## src/rtl/cflc_pkg.sv

```systemverilog
// Package: constants, register map and carrier types of the configurable logic cell
package cflc_pkg;

  // ----------------------------------------------------------------------
  // Sizes
  // ----------------------------------------------------------------------
  localparam int NUM_CELLS = 2;
  localparam int NUM_SRC   = 8;
  localparam int NUM_GATES = 4;
  localparam int ADDR_W    = 8;
  localparam int DATA_W    = 32;

  // ----------------------------------------------------------------------
  // Register map (byte addresses)
  // ----------------------------------------------------------------------
  localparam logic [7:0] OFF_CON         = 8'h00;
  localparam logic [7:0] OFF_POL         = 8'h04;
  localparam logic [7:0] OFF_SEL0        = 8'h08;
  localparam logic [7:0] OFF_SEL1        = 8'h0c;
  localparam logic [7:0] OFF_GLS0        = 8'h10;
  localparam logic [7:0] CELL_STRIDE     = 8'h20;
  localparam logic [7:0] OFF_MIRROR      = 8'h40;
  localparam logic [7:0] OFF_IRQ_STATUS  = 8'h44;
  localparam logic [7:0] OFF_IRQ_MASK    = 8'h48;
  localparam logic [7:0] OFF_INTCTL      = 8'h4c;

  // ----------------------------------------------------------------------
  // Field positions and reset values
  // ----------------------------------------------------------------------
  localparam int INTCTL_GLOBAL_BIT = 7;
  localparam int INTCTL_PERIPH_BIT = 6;
  localparam int SEL_HI_LSB        = 4;
  localparam logic [7:0] CON_RST    = 8'h00;
  localparam logic [7:0] INTCTL_RST = 8'h00;
  localparam logic [NUM_CELLS-1:0] IRQ_RST = '0;
  localparam logic [2:0] FAST_OSC_SRC = 3'h0;

  // ----------------------------------------------------------------------
  // Bus answers
  // ----------------------------------------------------------------------
  localparam logic [1:0] RESP_OKAY   = 2'b00;
  localparam logic [1:0] RESP_SLVERR = 2'b10;

  // ----------------------------------------------------------------------
  // Types
  // ----------------------------------------------------------------------
  typedef enum logic [2:0] {
    MODE_AND_OR  = 3'b000,
    MODE_OR_XOR  = 3'b001,
    MODE_AND4    = 3'b010,
    MODE_OR4     = 3'b011,
    MODE_XOR4    = 3'b100,
    MODE_AND_XOR = 3'b101,
    MODE_OR_AND  = 3'b110,
    MODE_PASS1   = 3'b111
  } cflc_mode_t;

  typedef struct packed {
    logic       cell_enable_bit;       // Also acts as the cell on bit
    logic       cell_pin_drive_enable;
    logic       cell_output_bit;       // Read-only, written as zero
    logic       rise_irq_enable;
    logic       fall_irq_enable;
    logic [2:0] logic_function_select;
  } cflc_con_t;

  typedef struct packed {
    logic       cell_output_invert;
    logic [2:0] unused;
    logic [3:0] gate_output_invert;
  } cflc_pol_t;

endpackage

```

## src/rtl/cflc_top.sv

```systemverilog
// Configurable logic cells with AXI4-Lite register access and edge interrupts
//
// The AXI4-Lite interface to the registers and the address map were left to the implementer.
`timescale 1ns/1ps

// Overview of operation
// - Each cell has a rising and a falling edge detector on its output.
// - An edge with its own enable set raises that cell's interrupt flag.
// - Rise enable gates only rising edges; fall enable only falling; both in control.
// - An enabled edge in the clearing cycle wins; the flag stays set.
// - One mirror register returns all cell outputs sampled at one instant.
// - Any reset clears every bit of each cell control register.
// - Reset leaves input select, gate enable and polarity registers untouched.
// - Cell logic is combinational, independent of the system clock.
// - Keep the fast oscillator alive while an enabled cell selects it.
// - Selected inputs feed four gates, each with its own enable register.
// - Each gate has its own invert bit in the polarity register.
// - A three-bit mode field picks the function combining the gates.
// - A separate polarity bit inverts the final cell output.
// - The pin is driven only while the output enable bit is set.
// - Interrupt reaches the core only with cell, mask, edge, peripheral, global enables; the code does not gate irq with the cell enable.
module cflc_top
  import cflc_pkg::*;
(
  input  wire logic                  aclk,          // System clock, 200 MHz
  input  wire logic                  aresetn,       // Synchronous reset, active low
  input  wire logic [ADDR_W-1:0]     awaddr,        // Write address
  input  wire logic [2:0]            awprot,        // Unused protection
  input  wire logic                  awvalid,       // Write address valid
  output logic                       awready,       // Write address ready
  input  wire logic [DATA_W-1:0]     wdata,         // Write data
  input  wire logic [3:0]            wstrb,         // Byte strobes
  input  wire logic                  wvalid,        // Write data valid
  output logic                       wready,        // Write data ready
  output logic [1:0]                 bresp,         // Write response
  output logic                       bvalid,        // Write response valid
  input  wire logic                  bready,        // Write response ready
  input  wire logic [ADDR_W-1:0]     araddr,        // Read address
  input  wire logic [2:0]            arprot,        // Unused protection
  input  wire logic                  arvalid,       // Read address valid
  output logic                       arready,       // Read address ready
  output logic [DATA_W-1:0]          rdata,         // Read data
  output logic [1:0]                 rresp,         // Read response
  output logic                       rvalid,        // Read data valid
  input  wire logic                  rready,        // Read data ready
  input  wire logic [NUM_SRC-1:0]    src_in,        // Selectable sources, bit 0 fast osc
  output logic [NUM_CELLS-1:0]       cell_pin_out,  // Cell output to pin
  output logic [NUM_CELLS-1:0]       cell_pin_oe_n, // Pin drive enable, low drives
  output logic                       osc_keep_alive,// Hold fast oscillator during sleep
  output logic                       irq            // Level interrupt
);

  // ----------------------------------------------------------------------
  // Register state
  // ----------------------------------------------------------------------
  cflc_con_t            con_ff   [NUM_CELLS];
  cflc_pol_t            pol_ff   [NUM_CELLS];
  logic [7:0]           sel0_ff  [NUM_CELLS];
  logic [7:0]           sel1_ff  [NUM_CELLS];
  logic [7:0]           gls_ff   [NUM_CELLS][NUM_GATES];
  logic [NUM_CELLS-1:0] flag_ff;
  logic [NUM_CELLS-1:0] mask_ff;
  logic [7:0]           intctl_ff;
  logic [NUM_CELLS-1:0] out_meta_ff;
  logic [NUM_CELLS-1:0] out_sync_ff;
  logic [NUM_CELLS-1:0] out_prev_ff;
  logic [NUM_CELLS-1:0] cell_raw;
  logic [NUM_CELLS-1:0] rise_ev;
  logic [NUM_CELLS-1:0] fall_ev;
  logic [NUM_CELLS-1:0] set_ev;
  logic [NUM_CELLS-1:0] clr_req;
  logic [NUM_CELLS-1:0] nxt_flag;
  logic [NUM_CELLS-1:0] keep_req;

  // ----------------------------------------------------------------------
  // Cell datapath
  // ----------------------------------------------------------------------
  for (genvar c = 0; c < NUM_CELLS; c++) begin : g_cell
    wire logic [2:0] dsel [NUM_GATES];
    wire logic [NUM_GATES-1:0] dval;
    wire logic [NUM_GATES-1:0] gate;
    wire logic [NUM_GATES-1:0] g;
    logic func;

    // Two selectors per select register, low nibble then high nibble
    assign dsel[0] = sel0_ff[c][2:0];
    assign dsel[1] = sel0_ff[c][SEL_HI_LSB +: 3];
    assign dsel[2] = sel1_ff[c][2:0];
    assign dsel[3] = sel1_ff[c][SEL_HI_LSB +: 3];

    // Each gate ORs the true and complement forms it enables
    for (genvar d = 0; d < NUM_GATES; d++) begin : g_data
      assign dval[d] = src_in[dsel[d]];
    end
    for (genvar k = 0; k < NUM_GATES; k++) begin : g_gate
      wire logic [2*NUM_GATES-1:0] terms;
      for (genvar d = 0; d < NUM_GATES; d++) begin : g_term
        assign terms[2*d+1] = gls_ff[c][k][2*d+1] & dval[d];
        assign terms[2*d]   = gls_ff[c][k][2*d] & ~dval[d];
      end
      assign gate[k] = |terms;
    end
    assign g = gate ^ pol_ff[c].gate_output_invert;

    // Function select; pure gates so the cell runs without the bus clock
    always_comb begin
      case (cflc_mode_t'(con_ff[c].logic_function_select))
        MODE_AND_OR:  func = (g[0] & g[1]) | (g[2] & g[3]);
        MODE_OR_XOR:  func = (g[0] | g[1]) ^ (g[2] | g[3]);
        MODE_AND4:    func = &g;
        MODE_OR4:     func = |g;
        MODE_XOR4:    func = ^g;
        MODE_AND_XOR: func = (g[0] & g[1]) ^ (g[2] & g[3]);
        MODE_OR_AND:  func = (g[0] | g[1]) & (g[2] | g[3]);
        MODE_PASS1:   func = g[0];
        default:      func = 1'b0;
      endcase
    end

    // Disabled cell holds its output low; polarity applies before the enable gate
    assign cell_raw[c] = con_ff[c].cell_enable_bit &
                         (func ^ pol_ff[c].cell_output_invert);
    assign cell_pin_out[c]  = cell_raw[c];
    assign cell_pin_oe_n[c] = ~(con_ff[c].cell_pin_drive_enable &
                                con_ff[c].cell_enable_bit);
    assign keep_req[c] = con_ff[c].cell_enable_bit &
                         ((dsel[0] == FAST_OSC_SRC) | (dsel[1] == FAST_OSC_SRC) |
                          (dsel[2] == FAST_OSC_SRC) | (dsel[3] == FAST_OSC_SRC));
  end

  assign osc_keep_alive = |keep_req;

  // ----------------------------------------------------------------------
  // Output synchroniser and edge detection
  // ----------------------------------------------------------------------
  // The second and third stages feed the detectors; only the second feeds the mirror
  always_ff @(posedge aclk) begin
    out_meta_ff <= cell_raw;
    out_sync_ff <= out_meta_ff;
    out_prev_ff <= out_sync_ff;
  end

  assign rise_ev = out_sync_ff & ~out_prev_ff;
  assign fall_ev = ~out_sync_ff & out_prev_ff;

  // ----------------------------------------------------------------------
  // AXI4-Lite write channel
  // ----------------------------------------------------------------------
  logic [ADDR_W-1:0] aw_addr_ff;
  logic [DATA_W-1:0] w_data_ff;
  logic [3:0]        w_strb_ff;
  logic              aw_full_ff;
  logic              w_full_ff;
  logic              bvalid_ff;
  logic [1:0]        bresp_ff;

  assign awready = ~aw_full_ff;
  assign wready  = ~w_full_ff;
  assign bvalid  = bvalid_ff;
  assign bresp   = bresp_ff;

  // Write decode: cells share one stride, shared block sits above them
  wire logic        wr_go     = aw_full_ff & w_full_ff & ~bvalid_ff;
  wire logic        wr_lane0  = wr_go & w_strb_ff[0];
  wire logic        wr_cellsp = aw_addr_ff < (CELL_STRIDE * NUM_CELLS);
  wire logic        wr_idx    = aw_addr_ff[5];
  wire logic [7:0]  wr_roff   = {3'h0, aw_addr_ff[4:0]};
  wire logic [7:0]  wr_byte   = w_data_ff[7:0];
  wire logic        wr_ok     = wr_cellsp | (aw_addr_ff == OFF_MIRROR) |
                                (aw_addr_ff == OFF_IRQ_STATUS) |
                                (aw_addr_ff == OFF_IRQ_MASK) |
                                (aw_addr_ff == OFF_INTCTL);
  wire logic        wr_cell   = wr_lane0 & wr_cellsp;
  wire logic        wr_status = wr_lane0 & (aw_addr_ff == OFF_IRQ_STATUS);
  wire logic        wr_mask   = wr_lane0 & (aw_addr_ff == OFF_IRQ_MASK);
  wire logic        wr_intctl = wr_lane0 & (aw_addr_ff == OFF_INTCTL);

  // Channel holding registers; address and data may arrive in either order
  always_ff @(posedge aclk) begin
    if (!aresetn) begin
      aw_full_ff <= 1'b0;
      w_full_ff  <= 1'b0;
      bvalid_ff  <= 1'b0;
      bresp_ff   <= RESP_OKAY;
      aw_addr_ff <= '0;
      w_data_ff  <= '0;
      w_strb_ff  <= '0;
    end else begin
      if (awvalid && awready) begin
        aw_full_ff <= 1'b1;
        aw_addr_ff <= awaddr;
      end else if (wr_go) begin
        aw_full_ff <= 1'b0;
      end
      if (wvalid && wready) begin
        w_full_ff <= 1'b1;
        w_data_ff <= wdata;
        w_strb_ff <= wstrb;
      end else if (wr_go) begin
        w_full_ff <= 1'b0;
      end
      if (wr_go) begin
        bvalid_ff <= 1'b1;
        bresp_ff  <= wr_ok ? RESP_OKAY : RESP_SLVERR;
      end else if (bready) begin
        bvalid_ff <= 1'b0;
      end
    end
  end

  // ----------------------------------------------------------------------
  // Control registers: cleared by reset
  // ----------------------------------------------------------------------
  always_ff @(posedge aclk) begin
    for (int c = 0; c < NUM_CELLS; c++) begin
      if (!aresetn) begin
        con_ff[c] <= cflc_con_t'(CON_RST);
      end else if (wr_cell && wr_idx == c[0] && wr_roff == OFF_CON) begin
        con_ff[c] <= cflc_con_t'(wr_byte & 8'hdf);  // Output bit is read-only
      end
    end
  end

  // ----------------------------------------------------------------------
  // Selection, gate and polarity registers: reset leaves them alone
  // ----------------------------------------------------------------------
  // No reset branch on purpose; software must program them before enabling
  always_ff @(posedge aclk) begin
    for (int c = 0; c < NUM_CELLS; c++) begin
      if (wr_cell && wr_idx == c[0]) begin
        if (wr_roff == OFF_POL)  pol_ff[c]  <= cflc_pol_t'(wr_byte & 8'h8f);
        if (wr_roff == OFF_SEL0) sel0_ff[c] <= wr_byte & 8'h77;
        if (wr_roff == OFF_SEL1) sel1_ff[c] <= wr_byte & 8'h77;
        for (int k = 0; k < NUM_GATES; k++) begin
          if (wr_roff == OFF_GLS0 + 8'(4 * k)) gls_ff[c][k] <= wr_byte;
        end
      end
    end
  end

  // ----------------------------------------------------------------------
  // Interrupt flags, mask and enables
  // ----------------------------------------------------------------------
  // A new edge in the clearing cycle survives the write-one-to-clear
  always_comb begin
    for (int c = 0; c < NUM_CELLS; c++) begin
      set_ev[c] = (rise_ev[c] & con_ff[c].rise_irq_enable) |
                  (fall_ev[c] & con_ff[c].fall_irq_enable);
    end
  end
  assign clr_req  = wr_status ? wr_byte[NUM_CELLS-1:0] : '0;
  assign nxt_flag = (flag_ff & ~clr_req) | set_ev;

  always_ff @(posedge aclk) begin
    if (!aresetn) begin
      flag_ff   <= IRQ_RST;
      mask_ff   <= IRQ_RST;
      intctl_ff <= INTCTL_RST;
    end else begin
      flag_ff <= nxt_flag;
      if (wr_mask)   mask_ff   <= wr_byte[NUM_CELLS-1:0];
      if (wr_intctl) intctl_ff <= wr_byte & 8'hc0;
    end
  end

  // Cell on is implied: a disabled cell holds its output low and makes no edges once low
  assign irq = |(flag_ff & mask_ff) & intctl_ff[INTCTL_GLOBAL_BIT] &
               intctl_ff[INTCTL_PERIPH_BIT];

  // ----------------------------------------------------------------------
  // AXI4-Lite read channel
  // ----------------------------------------------------------------------
  logic              rvalid_ff;
  logic [DATA_W-1:0] rdata_ff;
  logic [1:0]        rresp_ff;
  logic [7:0]        rd_byte;
  logic              rd_ok;

  assign arready = ~rvalid_ff;
  assign rvalid  = rvalid_ff;
  assign rdata   = rdata_ff;
  assign rresp   = rresp_ff;

  wire logic       rd_cellsp = araddr < (CELL_STRIDE * NUM_CELLS);
  wire logic       rd_idx    = araddr[5];
  wire logic [7:0] rd_roff   = {3'h0, araddr[4:0]};

  // Read mux; the control output bit shows the synchronised cell output
  always_comb begin
    rd_byte = 8'h00;
    rd_ok   = 1'b1;
    if (rd_cellsp) begin
      case (rd_roff)
        OFF_CON:  begin
          rd_byte = con_ff[rd_idx];
          rd_byte[5] = out_sync_ff[rd_idx];
        end
        OFF_POL:  rd_byte = pol_ff[rd_idx];
        OFF_SEL0: rd_byte = sel0_ff[rd_idx];
        OFF_SEL1: rd_byte = sel1_ff[rd_idx];
        OFF_GLS0:          rd_byte = gls_ff[rd_idx][0];
        OFF_GLS0 + 8'h04:  rd_byte = gls_ff[rd_idx][1];
        OFF_GLS0 + 8'h08:  rd_byte = gls_ff[rd_idx][2];
        OFF_GLS0 + 8'h0c:  rd_byte = gls_ff[rd_idx][3];
        default:  rd_ok = 1'b0;
      endcase
    end else begin
      case (araddr)
        OFF_MIRROR:     rd_byte = {6'h00, out_sync_ff};
        OFF_IRQ_STATUS: rd_byte = {6'h00, flag_ff};
        OFF_IRQ_MASK:   rd_byte = {6'h00, mask_ff};
        OFF_INTCTL:     rd_byte = intctl_ff;
        default:        rd_ok = 1'b0;
      endcase
    end
  end

  always_ff @(posedge aclk) begin
    if (!aresetn) begin
      rvalid_ff <= 1'b0;
      rdata_ff  <= '0;
      rresp_ff  <= RESP_OKAY;
    end else if (arvalid && arready) begin
      rvalid_ff <= 1'b1;
      rdata_ff  <= {24'h000000, rd_byte};
      rresp_ff  <= rd_ok ? RESP_OKAY : RESP_SLVERR;
    end else if (rready) begin
      rvalid_ff <= 1'b0;
    end
  end
endmodule

```

## config.mk

```make
export PLATFORM = sky130hd
export DESIGN_NAME = cflc_top
export DESIGN_NICKNAME = d
export VERILOG_FILES = /design/src/rtl/cflc_pkg.sv /design/src/rtl/cflc_top.sv
export SDC_FILE = /design/constraint.sdc
export NUM_CORES = 1
export LEC_CHECK = 0
export ABC_AREA = 1
export ABC_CLOCK_PERIOD_IN_PS = 8400
export BUFFER_PORTS_ARGS = -buffer_cell sky130_fd_sc_hd__buf_2
export CAP_MARGIN = 15
export CORE_ASPECT_RATIO = 0.5
export CORE_MARGIN = 8
export CORE_UTILIZATION = 60
export CTS_BUF_LIST = sky130_fd_sc_hd__clkbuf_4
export DETAILED_ROUTE_END_ITERATION = 7
export PLACE_DENSITY = 0.93
export SETUP_SLACK_MARGIN = 0.4
export SLEW_MARGIN = 20
export SYNTH_ARGS = -nofsm -noshare
export SYNTH_HDL_FRONTEND = slang
export SYNTH_SLANG_ARGS = --single-unit
```

## constraint.sdc

```tcl
create_clock -name aclk -period 8.4 [get_ports aclk]
set_clock_uncertainty 0.1 [all_clocks]
set_input_delay 1.26 -clock aclk [delete_from_list [all_inputs] [get_ports aclk]]
set_output_delay 1.26 -clock aclk [all_outputs]
set_load 0.05 [all_outputs]
```

==> flow_metrics.py <==
metrics = {
    "sta": {
        "rsz0062_at_grt": "false",
        "whs_ps": 247,
        "worst_pin_slew_ps": 997,
        "fmax_ghz": 0.168,
        "slew_viol_final": 0,
        "tns_ps": 0,
        "max_slew_margin": 0.329,
        "setup_viol": 0,
        "fin_ws_ps": 2440,
        "fin_crit_ps": 5960,
        "hold_viol_final": 0,
        "fin_crit_sh": 0.710,
    },
    "placement": {
        "io_buffers": 60,
        "dp_hpwl_um": 18100,
        "gp_congestion": 0.992,
        "dp_slack_ps": 2480,
    },
    "detailed_routing": {
        "drt_first_iter_violations": 1138,
        "vias": 7283,
        "vias_per_cell": 6.10,
        "ant_nets": 0,
        "drtPass1Iterations": 8,
        "routedWlPerCell_um": 20.6,
        "wl_um": 24500,
        "drcViolationCount": 0,
    },
    "clock_tree": {
        "cts-root-buf": "clkbuf_4",
        "h-tree-depth": 4,
        "postCtsSetupBuffers": 0,
        "cts_tree": "done",
        "cts_resized": 0,
        "cts_num_sinks": 155,
        "clk_pin_slew_ps": 150,
        "cts_hold_buf": 0,
        "numCtsBuffers": 17,
        "clockBufferDepth": 2,
        "worstSkewPairLatency_ps": 570,
    },
    "pwr": {
        "power.share.clock": 0.329,
        "power_frac_comb": 0.097,
        "power_leakage_nw": 3.66,
        "switching_share": 0.310,
        "p_seq_frac": 0.574,
        "netSwitchingPower_mw": 0.466,
        "internal_power_mw": 1.04,
        "powerDensity_nw_per_um2": 171,
        "ir_drop_v": 0.000211,
    },
    "global_route": {
        "grt_pass1_wl_um": 37500,
        "grt_pass1_vias": 7076,
        "grt_max_degree": 59,
        "grt-ovfl-total": 0,
        "grt_use_total": 0.271,
        "antenna_found_initial": 1,
    },
    "worst_setup_path": {
        "cp-end-kind": "output port",
        "cp.required_ps": 7040,
        "worst_ep_arrival_time_ps": 4600,
        "path_max_fanout": 8,
        "worstSetupPathType": "in2out",
        "start_kind": "primary input",
    },
    "finish": {
        "final_nets": 1094,
        "area_delta_synth_final_pct": 8.39,
        "num_antenna_cells": 0,
        "layout_common_cells": "nand2_1 (208), edfxtp_1 (112), inv_1 (100), nor2_1 (97), nand3_1 (76)",
        "layout_commonest_cell": "nand2_1",
        "drive_gt1_frac": 0.140,
    },
    "floorplan": {
        "core-area_sq_um": 13400,
        "die-height_um": 98.4,
        "boundaryPins": 120,
        "die_w_um": 181,
        "initial_core_util": 0.608,
        "die-area_sq_um": 17800,
        "placementRows": 30,
    },
    "synthesis": {
        "synthFlopType": "edfxtp_1",
        "synthDistinctLibCells": 45,
        "synth_edf_count": 112,
        "ys_ff_latch": 155,
        "synthArstFlopShare": 0,
        "ys_seq_area_frac": 0.519,
        "synth_area_sq_um": 8140,
        "synth.avg_cell_area_sq_um": 8.64,
        "syn_inst": 942,
        "yosys_warnings": 0,
    },
    "job": {
        "max_cap_viol_count": 0,
    },
    "hold_path": {
        "hold_class": "reg2reg",
    },
    "run_status": {
        "status": "complete, no violations",
    },
}
[state kept, by name, summed over array words and instances (netlist names), 8 cells and up]
| register | cells |
|---|---|
| w_data_ff | 8 |
| aw_addr_ff | 8 |
| rdata | 8 |
| sel0_ff | 12 |
| gls_ff | 64 |
| con_ff | 14 |
| pol_ff | 10 |
| sel1_ff | 12 |
[cell type report]
class	instances	area, sq um
repair buffers	61	308
well taps	176	220
fillers	1060	4580
inverters	115	432
flip-flops and latches	155	4220
clock buffers	17	128
multi-input cells	655	3320
clock inverters	15	193
[critical path, stage by stage]
cell	delay, ps
buf_2	100
inv_1	250
nand2_1	120
nand3_1	130
nand3_1	120
nand2_2	220
o21ai_1	90
a211oi_1	280
nand4_1	250
xnor2_1	210
ha_1	200
inv_1	50
ha_1	280
a221oi_1	280
o21ai_0	110
nor2_1	100
nand2_1	70
nand3_1	70
nand2_1	50
nor2_1	110
buf_2	280
[metal layers]
metal  part of all wire  routed length, um  up-vias  global-route usage
li1                   -                  -     3269                   -
met1               0.38               9420     3294               0.345
met2               0.42              10400      627               0.409
met3               0.16               3880       91               0.103
met4              0.035                858        2               0.114
met5            0.00053                 13        -                   0
[synthesized netlist by cell type (all sizes together) (5+ instances only)]
cell type	n	area, sq um
o21ai	51	255
a31oi	5	31.3
a22oi	5	37.5
a21oi	51	255
dfxtp	43	861
edfxtp	112	3360
a211oi	12	90.1
buf	30	214
nor3	21	110
nand4	8	50.1
mux2i	10	100
inv	115	432
nand3	85	470
a221oi	6	52.6
nand2	217	842
ha	16	200
nor2	106	420
clkbuf	12	45.0
xor2	6	52.6
[power groups by stage]
stage               sequential (mW)  combinational, mW  clock, mW
floorplan                     0.871              0.106          0
global placement              0.877              0.136          0
detailed placement            0.879              0.140          0
CTS                           0.862              0.142      0.487
global route                  0.865              0.156      0.516
finish                        0.864              0.145      0.495
[kinds of logic (layout without fill, tap and decap cells)]
group                      after synthesis  count (layout)  synth area share
AOI/OAI and AO/OA                      146             146             0.104
xor gates and xnor gates                 8               8           0.00861
adders and majority gates               16              16            0.0246
buffers and inverters                  157             208            0.0848
DFF                                    155             155             0.519
muxes                                   14              14            0.0192
other                                    1              26          0.000461
and+or+nand+nor                        445             445             0.240
[worst paths after layout]
check                      start               to  slack [ps]  cells past startpoint
setup / recovery       src_in[5]  cell_pin_out[1]        2440                     21
hold / removal    out_meta_ff[1]   out_sync_ff[1]         250                      0
setup reg to reg   sel0_ff[1][0]   out_meta_ff[1]        4920                     19
hold reg to reg   out_meta_ff[1]   out_sync_ff[1]         250                      0
[per-stage QoR]
| step | total power [mW] | area (sq um) | util | cells |
|---|---|---|---|---|
| floorplan | 0.977 | 8240 | - | 967 |
| global placement | 1.01 | 8500 | 0.635 | 1162 |
| detailed placement | 1.02 | 8500 | 0.635 | 1162 |
| CTS | 1.49 | 8820 | 0.659 | 1194 |
| global route | 1.54 | 8820 | 0.659 | 1194 |
| finish | 1.50 | 8820 | 0.659 | 1194 |
Note: power is estimated with default switching activity, not from simulation.
